===== config.mk =====
export PLATFORM = sky130hd
export DESIGN_NAME = uart_status_extra
export DESIGN_NICKNAME = d
export VERILOG_FILES = /design/src/logic/status_fifo.v /design/src/logic/ir_pulse.v /design/src/logic/uart_status_extra.v
export VERILOG_INCLUDE_DIRS = /design/src /design/src/include
export SDC_FILE = /design/constraint.sdc
export NUM_CORES = 1
export LEC_CHECK = 0
export ABC_AREA = 1
export BUFFER_PORTS_ARGS = -buffer_cell sky130_fd_sc_hd__buf_2
export CORE_MARGIN = 5
export CORE_UTILIZATION = 55
export CTS_CLUSTER_SIZE = 30
export DETAILED_ROUTE_END_ITERATION = 16
export GPL_ROUTABILITY_DRIVEN = 0
export GPL_TIMING_DRIVEN = 0
export PLACE_DENSITY_LB_ADDON = 0.08
export SLEW_MARGIN = 20
export SYNTH_ARGS = -nofsm -noshare
export SYNTH_HDL_FRONTEND = slang
export SYNTH_SLANG_ARGS = --single-unit

===== constraint.sdc =====
create_clock -name mclk -period 3.4 [get_ports mclk]
set_input_delay 0.34 -clock mclk [delete_from_list [all_inputs] [get_ports mclk]]
set_output_delay 0.34 -clock mclk [all_outputs]
set_load 0.02 [all_outputs]

===== src/include/uart_status_defs.vh =====
// Offsets, field positions, reset values and timing counts
`ifndef UART_STATUS_DEFS_VH
`define UART_STATUS_DEFS_VH
// ****************************************
// Register offsets on the 8-bit host bus
// ****************************************
`define OFS_RX_DATA 3'h0
`define OFS_EXTRA_FEATURE 3'h3
`define OFS_LINE_STATUS 3'h5
`define OFS_MODEM_STATUS 3'h6
`define OFS_IR_WIDTH 3'h7
// ****************************************
// Field positions
// ****************************************
`define MODEM_CTL_DTR 0
`define MODEM_CTL_RTS 1
`define MODEM_CTL_OUT1 2
`define MODEM_CTL_OUT2 3
`define MODEM_CTL_LOOP 4
`define MODEM_CTL_IR 6
`define INT_EN_LINE 2
`define INT_EN_MODEM 3
`define ENH_ENABLE 4
`define ENH_AUTO_RTS 6
`define ENH_AUTO_CTS 7
`define XF_HALF_DUPLEX 0
`define XF_IR_INVERT 1
`define XF_AUTO_DIR 2
`define XF_ERR_NOW 3
`define XF_XON_ANY 4
`define XF_DIR_INVERT 5
`define XF_WIDTH 6
`define LS_TX_EMPTY 6
`define LS_FIFO_ERR 7
// ****************************************
// Reset values and timing counts
// ****************************************
`define XF_RESET 6'h00
`define IR_WIDTH_RESET 8'h00
`define IR_DEFAULT_TICKS 8'h03
`define IR_BIT_TICKS 5'h10
`endif


===== src/logic/status_fifo.v =====
// Receive FIFO with registered read data
module status_fifo #(
  parameter WIDTH = 11,
  parameter DEPTH = 16,
  parameter AW = 4
) (
  // Clock and reset
  input wire mclk,
  input wire rst_n,
  input wire clk_en,
  // Filling side
  input wire in_valid,
  output reg in_ready,
  input wire [WIDTH-1:0] in_data,
  // Draining side
  output reg out_valid,
  input wire out_ready,
  output reg [WIDTH-1:0] out_data
);
  reg [WIDTH-1:0] mem [0:DEPTH-1];
  reg [AW-1:0] wr_ptr;
  reg [AW-1:0] rd_ptr;
  reg [AW:0] count;
  wire push = in_valid & in_ready;
  wire load = (count != {(AW+1){1'b0}}) & (~out_valid | out_ready);
  wire [AW:0] next_count = count + {{AW{1'b0}}, push}
    - {{AW{1'b0}}, load};

  always @(posedge mclk) begin
    if (clk_en && push) begin
      mem[wr_ptr] <= in_data;
    end
  end

  always @(posedge mclk) begin
    if (!rst_n) begin
      wr_ptr <= {AW{1'b0}};
      rd_ptr <= {AW{1'b0}};
      count <= {(AW+1){1'b0}};
      in_ready <= 1'b1;
      out_valid <= 1'b0;
      out_data <= {WIDTH{1'b0}};
    end else if (clk_en) begin
      if (push) begin
        wr_ptr <= wr_ptr + {{(AW-1){1'b0}}, 1'b1};
      end
      if (load) begin
        out_data <= mem[rd_ptr];
        rd_ptr <= rd_ptr + {{(AW-1){1'b0}}, 1'b1};
        out_valid <= 1'b1;
      end else if (out_ready) begin
        out_valid <= 1'b0;
      end
      count <= next_count;
      // Registered so the source sees a clean stall
      in_ready <= (next_count < DEPTH);
    end
  end
endmodule // status_fifo


===== src/logic/ir_pulse.v =====
// Infrared pulse encoder and decoder
`include "uart_status_defs.vh"
module ir_pulse (
  // Clock and reset
  input wire mclk,
  input wire rst_n,
  input wire clk_en,
  // Bit timing from the baud generator
  input wire tick16,
  input wire bit_start,
  // Transmit side
  input wire tx_bit,
  input wire [7:0] width,
  output reg ir_tx,
  // Receive side, already polarity corrected and gated
  input wire rx_pulse,
  output reg rx_bit
);
  reg [7:0] enc_cnt;
  reg [4:0] dec_cnt;
  reg rx_prev;
  wire dflt = (width == 8'h00);

  always @(posedge mclk) begin
    if (!rst_n) begin
      ir_tx <= 1'b0;
      enc_cnt <= 8'h00;
      rx_bit <= 1'b1;
      dec_cnt <= 5'h00;
      // A pulse already high out of reset is not an edge
      rx_prev <= 1'b1;
    end else if (clk_en) begin
      if (bit_start && !tx_bit) begin
        ir_tx <= 1'b1;
        enc_cnt <= dflt ? `IR_DEFAULT_TICKS : width;
      end else if (ir_tx && (!dflt || tick16)) begin
        if (enc_cnt <= 8'h01) begin
          ir_tx <= 1'b0;
        end
        enc_cnt <= enc_cnt - 8'h01;
      end
      rx_prev <= rx_pulse;
      // One pulse marks a whole zero bit cell
      if (rx_pulse && !rx_prev) begin
        rx_bit <= 1'b0;
        dec_cnt <= `IR_BIT_TICKS;
      end else if (!rx_bit && tick16) begin
        if (dec_cnt == 5'h01) begin
          rx_bit <= 1'b1;
        end
        dec_cnt <= dec_cnt - 5'h01;
      end
    end
  end
endmodule // ir_pulse


===== src/logic/uart_status_extra.v =====
// Status and extra-feature logic of the UART
`include "uart_status_defs.vh"
module uart_status_extra #(
  parameter FIFO_DEPTH = 16,
  parameter FIFO_AW = 4
) (
  // Clock, enable and reset
  input wire mclk,
  input wire clk_en,
  input wire rst_n,
  // Host register port
  input wire [2:0] reg_addr,
  input wire reg_wr,
  input wire reg_rd,
  input wire [7:0] reg_wdata,
  output reg [7:0] reg_rdata,
  // Control registers held in the wider UART
  input wire [7:0] modem_control,
  input wire [7:0] interrupt_enable,
  input wire [7:0] enhanced_feature_control,
  input wire [5:0] line_status_low,
  input wire sw_flow_active,
  input wire auto_rts_n,
  // Transmitter status and serial data
  input wire tx_hold_empty,
  input wire tx_shift_empty,
  input wire tx_serial,
  input wire tick16,
  input wire tx_bit_start,
  // Received characters: data plus break, framing, parity
  input wire rx_char_valid,
  input wire [7:0] rx_char_data,
  input wire [2:0] rx_char_err,
  output reg rx_char_ready,
  // Serial and modem pins
  input wire rx_pin,
  input wire cts_n,
  input wire dsr_n,
  input wire ring_indicator_in_n,
  input wire carrier_detect_in_n,
  output reg tx_pin,
  output reg rts_n,
  // Results to the wider UART
  output reg rx_serial,
  output reg tx_enable,
  output reg xon_resume,
  output reg line_irq,
  output reg modem_irq
);
  // ****************************************
  // Pin synchronisers
  // ****************************************
  wire [4:0] pins_raw = {rx_pin, carrier_detect_in_n,
    ring_indicator_in_n, dsr_n, cts_n};
  reg [4:0] pins_meta;
  reg [4:0] pins_sync;
  genvar gi;
  generate
    for (gi = 0; gi < 5; gi = gi + 1) begin : g_sync
      always @(posedge mclk) begin
        if (!rst_n) begin
          pins_meta[gi] <= 1'b1;
          pins_sync[gi] <= 1'b1;
        end else if (clk_en) begin
          pins_meta[gi] <= pins_raw[gi];
          pins_sync[gi] <= pins_meta[gi];
        end
      end
    end
  endgenerate

  // ****************************************
  // Decode and feature registers
  // ****************************************
  reg [`XF_WIDTH-1:0] extra_feature_control;
  reg [7:0] infrared_pulse_width;
  wire enh_en = enhanced_feature_control[`ENH_ENABLE];
  wire wr_xf = reg_wr && (reg_addr == `OFS_EXTRA_FEATURE);
  wire wr_infrared_pulse_width = reg_wr && (reg_addr == `OFS_IR_WIDTH);
  wire rd_data = reg_rd && (reg_addr == `OFS_RX_DATA);
  wire rd_ls = reg_rd && (reg_addr == `OFS_LINE_STATUS);
  wire rd_ms = reg_rd && (reg_addr == `OFS_MODEM_STATUS);

  wire half_dup = extra_feature_control[`XF_HALF_DUPLEX];
  wire ir_inv = extra_feature_control[`XF_IR_INVERT];
  wire auto_dir = extra_feature_control[`XF_AUTO_DIR];
  wire err_now = extra_feature_control[`XF_ERR_NOW];
  wire xon_any = extra_feature_control[`XF_XON_ANY];
  wire dir_inv = extra_feature_control[`XF_DIR_INVERT];
  wire ir_mode = modem_control[`MODEM_CTL_IR];
  wire loop = modem_control[`MODEM_CTL_LOOP];

  always @(posedge mclk) begin
    if (!rst_n) begin
      extra_feature_control <= `XF_RESET;
      infrared_pulse_width <= `IR_WIDTH_RESET;
    end else if (clk_en) begin
      // Legacy software cannot disturb latched settings
      if (wr_xf && enh_en) begin
        // Bits 7:6 are not stored at all
        extra_feature_control <= reg_wdata[`XF_WIDTH-1:0];
      end
      if (wr_infrared_pulse_width && enh_en) begin
        infrared_pulse_width <= reg_wdata;
      end
    end
  end

  // ****************************************
  // Receive FIFO with error bookkeeping
  // ****************************************
  wire fifo_in_ready;
  wire head_valid;
  wire [10:0] head;
  wire push = rx_char_valid && rx_char_ready;
  wire pop = rd_data && head_valid;
  wire push_bad = push && (rx_char_err != 3'h0);
  wire pop_bad = pop && (head[10:8] != 3'h0);
  reg [FIFO_AW:0] bad_count;

  status_fifo #(
    .WIDTH(11),
    .DEPTH(FIFO_DEPTH),
    .AW(FIFO_AW)
  ) u_fifo (
    .mclk(mclk),
    .rst_n(rst_n),
    .clk_en(clk_en),
    .in_valid(push),
    .in_ready(fifo_in_ready),
    .in_data({rx_char_err, rx_char_data}),
    .out_valid(head_valid),
    .out_ready(rd_data),
    .out_data(head)
  );

  always @(posedge mclk) begin
    if (!rst_n) begin
      bad_count <= {(FIFO_AW+1){1'b0}};
      rx_char_ready <= 1'b0;
    end else if (clk_en) begin
      // No back-to-back takes, so a high ready always has room
      rx_char_ready <= fifo_in_ready && !push;
      if (push_bad && !pop_bad) begin
        bad_count <= bad_count + {{FIFO_AW{1'b0}}, 1'b1};
      end else if (pop_bad && !push_bad) begin
        bad_count <= bad_count - {{FIFO_AW{1'b0}}, 1'b1};
      end
    end
  end

  // ****************************************
  // Bad-data interrupt timing
  // ****************************************
  reg head_valid_d;
  reg pop_d;
  reg bad_flag;
  // A new head appears after a pop or after the FIFO was empty
  wire head_new = head_valid && (!head_valid_d || pop_d);
  wire head_bad = head_new && (head[10:8] != 3'h0);
  wire bad_set = head_bad || (err_now && push_bad);

  always @(posedge mclk) begin
    if (!rst_n) begin
      head_valid_d <= 1'b0;
      pop_d <= 1'b0;
      bad_flag <= 1'b0;
    end else if (clk_en) begin
      head_valid_d <= head_valid;
      pop_d <= pop;
      // Set wins over a line status read in the same cycle
      if (bad_set) begin
        bad_flag <= 1'b1;
      end else if (rd_ls) begin
        bad_flag <= 1'b0;
      end
    end
  end

  // ****************************************
  // Modem status and change flags
  // ****************************************
  // Order: clear-to-send, data-set-ready, ring, carrier
  wire [3:0] pin_level = ~pins_sync[3:0];
  wire [3:0] loop_level = {modem_control[`MODEM_CTL_OUT2],
    modem_control[`MODEM_CTL_OUT1], modem_control[`MODEM_CTL_DTR],
    modem_control[`MODEM_CTL_RTS]};
  wire [3:0] next_level = loop ? loop_level : pin_level;
  reg [3:0] level;
  reg [3:0] delta;
  wire [3:0] change;
  assign change[0] = level[0] ^ next_level[0];
  assign change[1] = level[1] ^ next_level[1];
  // Status bit falls when the ring pin rises: end of ringing
  assign change[2] = level[2] & ~next_level[2];
  assign change[3] = level[3] ^ next_level[3];

  always @(posedge mclk) begin
    if (!rst_n) begin
      level <= 4'h0;
      delta <= 4'h0;
    end else if (clk_en) begin
      level <= next_level;
      // An edge in the read cycle survives the clear
      delta <= (rd_ms ? 4'h0 : delta) | change;
    end
  end

  // ****************************************
  // Read data
  // ****************************************
  wire tx_idle = tx_hold_empty && tx_shift_empty;
  wire [7:0] line_status = {(bad_count != {(FIFO_AW+1){1'b0}}),
    tx_idle, line_status_low};
  wire [7:0] modem_line_status = {level, delta};
  reg [7:0] next_rdata;

  always @* begin
    case (reg_addr)
      `OFS_RX_DATA: next_rdata = head[7:0];
      `OFS_LINE_STATUS: next_rdata = line_status;
      `OFS_MODEM_STATUS: next_rdata = modem_line_status;
      default: next_rdata = 8'h00;
    endcase
  end

  always @(posedge mclk) begin
    if (!rst_n) begin
      reg_rdata <= 8'h00;
    end else if (clk_en && reg_rd) begin
      reg_rdata <= next_rdata;
    end
  end

  // ****************************************
  // Interrupts to the wider UART
  // ****************************************
  always @(posedge mclk) begin
    if (!rst_n) begin
      line_irq <= 1'b0;
      modem_irq <= 1'b0;
    end else if (clk_en) begin
      line_irq <= interrupt_enable[`INT_EN_LINE] && bad_flag;
      modem_irq <= interrupt_enable[`INT_EN_MODEM]
        && (delta != 4'h0);
    end
  end

  // ****************************************
  // Flow control
  // ****************************************
  wire cts_stop = !level[0];

  always @(posedge mclk) begin
    if (!rst_n) begin
      tx_enable <= 1'b1;
      xon_resume <= 1'b0;
    end else if (clk_en) begin
      if (!enhanced_feature_control[`ENH_AUTO_CTS] || !cts_stop) begin
        tx_enable <= 1'b1;
      end else if (tx_shift_empty) begin
        // Only between characters, so the one in flight ends
        tx_enable <= 1'b0;
      end
      xon_resume <= xon_any && sw_flow_active && push;
    end
  end

  // ****************************************
  // Direction control and request-to-send
  // ****************************************
  wire manual_rts_n = !modem_control[`MODEM_CTL_RTS];
  wire normal_rts_n = enhanced_feature_control[`ENH_AUTO_RTS]
    ? auto_rts_n : manual_rts_n;
  // Inverted direction only acts once software asserts the pin
  wire dir_ok = !dir_inv || !manual_rts_n;
  wire dir_level = dir_inv ? tx_idle : !tx_idle;

  always @(posedge mclk) begin
    if (!rst_n) begin
      rts_n <= 1'b1;
    end else if (clk_en) begin
      if (auto_dir && dir_ok) begin
        rts_n <= dir_level;
      end else begin
        rts_n <= normal_rts_n;
      end
    end
  end

  // ****************************************
  // Infrared path
  // ****************************************
  wire ir_tx;
  wire ir_rx_bit;
  // Muted receiver stops the UART hearing its own echo
  wire ir_rx_pulse = (pins_sync[4] ^ ir_inv)
    && !(half_dup && !tx_idle);

  ir_pulse u_ir (
    .mclk(mclk),
    .rst_n(rst_n),
    .clk_en(clk_en),
    .tick16(tick16),
    .bit_start(tx_bit_start),
    .tx_bit(tx_serial),
    .width(infrared_pulse_width),
    .ir_tx(ir_tx),
    .rx_pulse(ir_rx_pulse),
    .rx_bit(ir_rx_bit)
  );

  always @(posedge mclk) begin
    if (!rst_n) begin
      tx_pin <= 1'b1;
      rx_serial <= 1'b1;
    end else if (clk_en) begin
      tx_pin <= ir_mode ? ir_tx : tx_serial;
      rx_serial <= ir_mode ? ir_rx_bit : pins_sync[4];
    end
  end
endmodule // uart_status_extra


# --- Yosys cells after proc, flatten, opt, wreduce, memory -nomap -nowiden ---
# Memories as Yosys holds them, arrays and structs flattened. A register that Yosys moved wholly into a read port is not among the register bits.
# Cells that the tools add are included.
op_classes:
  add_sub_neg: 8
  n_eq_ne: 5
  n_mux: 29
  bitwise: 12
  reduce_logical: 77
  order_cmp: 2
op_table:
  columns: ["op", "count"]
  rows:
  - ["1-bit logical AND", 31]
  - ["8-bit two-way mux", 3]
  - ["8-bit one-hot mux with 3 select lines", 1]
  - ["5-bit two-way mux", 4]
  - ["2-bit AND reduction", 10]
  - ["1-bit two-way mux", 19]
  - ["2-bit nonzero test", 8]
  - ["1-bit logical NOT", 14]
  - ["5-bit nonzero test", 2]
  - ["5-bit by 1-bit subtractor with 5-bit output, second input constant", 2]
  - ["3-bit == test, second input constant", 3]
  - ["4-bit by 1-bit adder with 4-bit output, second input constant", 2]
  - ["8-bit by 1-bit less-or-equal comparator with 1-bit output, second input constant", 1]
  - ["8-bit logical NOT", 1]
  - ["4-bit two-way mux", 2]
  - ["8-bit by 1-bit subtractor with 8-bit output, second input constant", 1]
  - ["3-bit AND reduction", 2]
  - ["3-bit nonzero test", 2]
  - ["5-bit by 1-bit adder with 5-bit output", 1]
  - ["5-bit by 1-bit adder with 5-bit output, second input constant", 1]
  - ["5-bit by 1-bit == test with 1-bit output, second input constant", 1]
  - ["1-bit logical OR", 5]
  - ["5-bit less-than comparator, second input constant", 1]
  - ["5-bit by 1-bit subtractor with 5-bit output", 1]
  - ["9 further kinds", 15]
word_totals:
  memories: 1
  ram_bits: 176
  reg_bits: 87
  output_inout_bits: 16
mem_list:
  columns: ["name", "depth", "word_bits", "rd", "rd_clocked_by_memory_dff", "write_ports", "line_no", "rtl"]
  rows:
  - ["u_fifo.mem", 16, 11, 1, 1, 1, "status_fifo.v:20", "reg [WIDTH-1:0] mem [0:DEPTH-1];"]

# --- Logic depth before layout (Yosys ltp) ---
depth:
  ltp_word: 8
  mapped_depth: 18
  mapped_depth_nobuf: 18

# --- By module ---
# A second synthesis with hierarchy kept.
hier_totals:
  hier_cells: 1394
  hier_area_um2: 12537.0
modules_own_cells:
  columns: ["mod", "area_each_um2", "cells_each", "seq_area_each_um2", "n_inst"]
  rows:
  - ["status_fifo", 8800.9, 866, 5805.6, 1]
  - ["uart_status_extra", 2695.1, 370, 1121.1, 1]
  - ["ir_pulse", 1041.0, 158, 320.3, 1]

# --- Worst setup path before layout ---
# Ideal clock, no wire load.
synth_path:
  path_kind: "reg-to-reg"
  startpoint: "register u_fifo.count[3]"
  endpoint: "register u_fifo.count[4]"
  path_slack_ps: 1069
  n_path_buf: 0
  t_arrival_ps: 2218
  synth_period_minus_slack_ps: 2331
  path_stages_with_launch: 19
  path_cell_list: "dfxtp_1 > inv_1 > ha_1 > nand3_1 > nand2_1 > inv_1 > ha_1 > inv_1 > ha_1 > inv_1 > fa_1 > inv_1 > nand2_1 > a21oi_1 > nor2_1 > nand2_1 > nand3_1 > nand2_1 > nor2_1"
synth_via:
  elab_chain_cells: 3
  word_cells_on_any_way: 4
  classes_between: "add/sub (2); bitwise (1); reduce/logical (1)"
synth_lines:
  columns: ["element", "line_no", "rtl"]
  rows:
  - ["start, declared", "status_fifo.v:23", "reg [AW:0] count;"]
  - ["start signal, assigned", "status_fifo.v:39", "count <= {(AW+1){1'b0}};"]
  - ["start signal, assigned", "status_fifo.v:54", "count <= next_count;"]
  - ["5-bit nonzero test", "status_fifo.v:25", "wire load = (count != {(AW+1){1'b0}}) & (~out_valid | out_ready);"]
  - ["1-bit bitwise AND", "status_fifo.v:25", null]
  - ["via u_fifo.load", "status_fifo.v:25", null]
  - ["5-bit by 1-bit subtractor with 5-bit output", "status_fifo.v:27", "- {{AW{1'b0}}, load};"]
# The timed path passes the listed nets, and every way through them passes these cells.
# A chain may end at the register's enable or synchronous reset.

# --- Worst setup path after layout ---
layout_path:
  startpoint: "register u_fifo.count[2]"
  endpoint: "register u_fifo.count[4]"
# Same word-level chain as after synthesis.

==> out/results.tsv <==
stage	metric	value	unit
status	status	completed	
layout	final_core_util	62.79	%
hold_path	hold_class	input port to flip-flop	
layout	antennaDiodeCount	0	
hold_path	hold_start	ring_indicator_in_n	
worst_setup_path	path_class	flip-flop to flip-flop	
timing	hold_viol	0	
power_and_ir_drop	p_clk_share	37.8	%
routing	drc	0	
layout	area_delta_synth_final	13.33	%
routing	ant_nets	0	
grt	first_global_vias	9188	
layout	drive_above_1_share	12.57	%
worst_setup_path	critPathLaunchType	flip-flop	
grt	grt_use_total	24.65	%
synthesis	ys_warn_count	0	
layout	fillers	1923	
timing	tns	0	ns
routing	dr.pass1.iters	6	
layout	final_common_cell	nand2_1	
power_and_ir_drop	powerDensity	577.4	nW/µm²
cts	clkTransAtPathRegs	0.06	ns
hold_path	worst_hold_path.num_cells	3	
job	timing.max_cap.violations	0	
die	die-width	160.3	µm
synthesis	ys_ff_latch	274	
synthesis	synth_fp_nets	1497	
grt	antenna_found_initial	0	
worst_setup_path	required	3.83	ns
worst_setup_path	critical_path_arrival	3.05	ns
cts	clock-sinks	274	
worst_setup_path	r2r-start	u_fifo.count[2]	
synthesis	syn_area	12430	µm²
placed_design	dpl.hpwl	22630	µm
layout	layout.nets	1598	
die	core_area	22430	µm²
power_and_ir_drop	switching_power	2.243	mW
routing	finalWirelength	32250	µm
hold_path	holdPathEnd	pins_meta[2]	
power_and_ir_drop	pwr-share-comb	16.7	%
worst_setup_path	ff2ff_setup_slack	0.78	ns
worst_setup_path	rr_worst_depth	18	
placed_design	port_buffers	70	
power_and_ir_drop	power_switching_share	27.58	%
cts	cts_tree	yes	
synthesis	synth.distinct_cells	45	
die	ioPinCount	86	
worst_setup_path	crit_path_end_kind	flip-flop	
synthesis	ys.flop_type	edfxtp_1	
synthesis	synth_top_family_by_area	simple AND/OR/NAND/NOR gates	
die	rows	55	
layout	mostFrequentLayoutCells	nand2_1, inv_1, edfxtp_1	
routing	routedWlPerCell	17.80	µm
layout	multiInputGateArea	4177	µm²
synthesis	synthMuxAreaShare	0	%
layout	final-seq-area	7247	µm²
synthesis	synthCells	1406	
worst_setup_path	reg2reg_to	u_fifo.count[4]	
cts	numCtsBuffers	29	
cts	htreeDepth	1	
synthesis	ys_top_cells_by_area	edfxtp_1, dfxtp_1, nand2_1	
cts	cts_resized	0	
timing	finalCriticalPeriod	2.622	ns
synthesis	syn_avg_cell_area	8.841	µm²
cts	clock_path_buffers	3	
synthesis	async_flop_share	0	%
timing	finalCritPeriodShare	77.11	%
power_and_ir_drop	vdd.ir_drop.worst	0.4919	mV
cts	cts-hold-fix-buffers	0	
grt	grt_overflow	0	
synthesis	synthAdderAreaFrac	2.235	%
synthesis	synth-edff-count	176	
timing	rsz0062_at_grt	false	
routing	initialDrtViolationCount	945	
cts	clockRootBuffer	clkbuf_16	
cts	cts_setup_buffers	0	
die	start_util	55.41	%
timing	slew_headroom	24.12	%
routing	vias	9685	
synthesis	yosys.area_share.simple	24.05	%
synthesis	netlist.top_cell.by_area	edfxtp_1	
die	die_h	160.3	µm
synthesis	yosysTopAreaCellShare	42.52	%
timing	fmax	381.4	MHz
grt	grt_max_degree	18	
timing	finalSetupViolCount	0	
synthesis	seq_area_frac_synth	58.30	%
routing	vias_per_cell	5.345	
power_and_ir_drop	leakagePower	6.138	nW
power_and_ir_drop	p_int	5.890	mW
synthesis	synth_xor_area_share	0.9160	%
worst_setup_path	path_max_fanout	3	
cts	insertion_delay	0.53	ns
synthesis	synth-compound-area-share	6.220	%
power_and_ir_drop	p_seq_share	45.5	%
timing	tightest_slew	1.134	ns
die	die_area	25710	µm²
grt	grt_pass1_wl	49850	µm
timing	drv_slew	0	
timing	clock_skew	0.01116	ns
==> power by group through the flow <==
stage / registers (mW) / logic, mW / clock network (mW)
after global routing: 3.71 / 1.52 / 3.25
final: 3.70 / 1.36 / 3.07
after detailed placement: 3.77 / 1.35 / 0
after global placement: 3.77 / 1.32 / 0
after floorplan: 3.76 / 0.912 / 0
after CTS: 3.70 / 1.35 / 3.10
==> metal layers <==
metal  vias up  global-route usage, %  part of all wire [%]
met4         0                  5.827                   2.1
met2       312                  39.75                    46
met1      4561                  35.62                    44
li1       4761                      -                     -
met3        51                  3.695                   7.5
met5         -                      0                     0
==> worst max path at each step <==
stage               slack, ns         endpoint             from  cells after the start
global route             0.53  u_fifo.count[4]  u_fifo.count[2]                     18
floorplan                1.07  u_fifo.count[4]  u_fifo.count[3]                     18
finish                   0.78  u_fifo.count[4]  u_fifo.count[2]                     18
global placement         0.76  u_fifo.count[4]      reg_addr[0]                     19
detailed placement       0.73  u_fifo.count[4]      reg_addr[0]                     19
CTS                      0.78  u_fifo.count[4]  u_fifo.count[3]                     18
==> per-stage QoR <==
step                hold slack, ns  setup slack [ns]  total power, mW  instances  instance area [µm²]
floorplan                   0.4236             1.069            4.676       1406                12430
global route               0.02691            0.5335            8.477       1812                14090
global placement            0.4407            0.7585            5.087       1761                13140
detailed placement          0.4465            0.7272            5.116       1761                13150
CTS                       0.008761            0.7755            8.151       1812                14070
finish                     0.01667            0.7783            8.134       1812                14090
==> worst max-delay path: stages (launching register included) <==
cell and delay, ns:
dfxtp_1 0.32, inv_1 0.09, ha_1 0.15, nand3_1 0.16, nand2_1 0.11, inv_1 0.05
ha_1 0.29, inv_1 0.06, ha_1 0.18, inv_1 0.06, fa_1 0.43, inv_1 0.08
nand2_1 0.05, a21oi_1 0.17, nor2_1 0.06, nand2_1 0.05, nand3_1 0.09, nand2_1 0.07
nor2_1 0.05
==> synth_stat cells, types with 2 or more instances <==
cell	instances
nor2_2	4
xnor2_1	6
nand3_1	175
edfxtp_1	176
nor2_4	2
o21ai_0	59
nand3_2	2
inv_4	2
clkbuf_1	12
buf_4	3
inv_2	4
buf_6	6
buf_1	6
a21oi_1	60
a21oi_2	7
dfxtp_1	98
ha_1	19
o211ai_1	3
a21o_1	2
fa_1	2
inv_1	184
nand2_1	428
buf_2	29
nand4_1	7
xor2_1	7
nor2_1	81
nand2_2	4
==> layout make-up <==
| cell class | count | area share [%] |
|---|---|---|
| sequential | 274 | 51.44 |
| multi-input combinational | 884 | 29.65 |
| clock buffer | 42 | 6.075 |
| inverter | 191 | 5.125 |
| tap | 285 | 2.531 |
| timing repair buffer | 70 | 2.487 |
| buffer | 57 | 2.185 |
| clock inverter | 9 | 0.5063 |
==> flip-flops by register name, indices dropped and copies added (netlist names), 4 cells and up <==
signal,cells
level,4
u_fifo.mem,176
u_fifo.rd_ptr,4
u_fifo.out_data,11
u_fifo.count,5
u_ir.enc_cnt,8
reg_rdata,8
u_ir.dec_cnt,5
pins_sync,5
pins_meta,5
bad_count,5
infrared_pulse_width,8
extra_feature_control,6
u_fifo.wr_ptr,4
delta,4
==> cells by family after synthesis <==
logic type | after synthesis
buffers and inverters | 248
AOI/OAI and AO/OA | 141
xor gates and xnor gates | 13
adders and majority gates | 21
DFF | 274
and+or+nand+nor | 709
No activity file was read; power rests on OpenSTA's default activity.
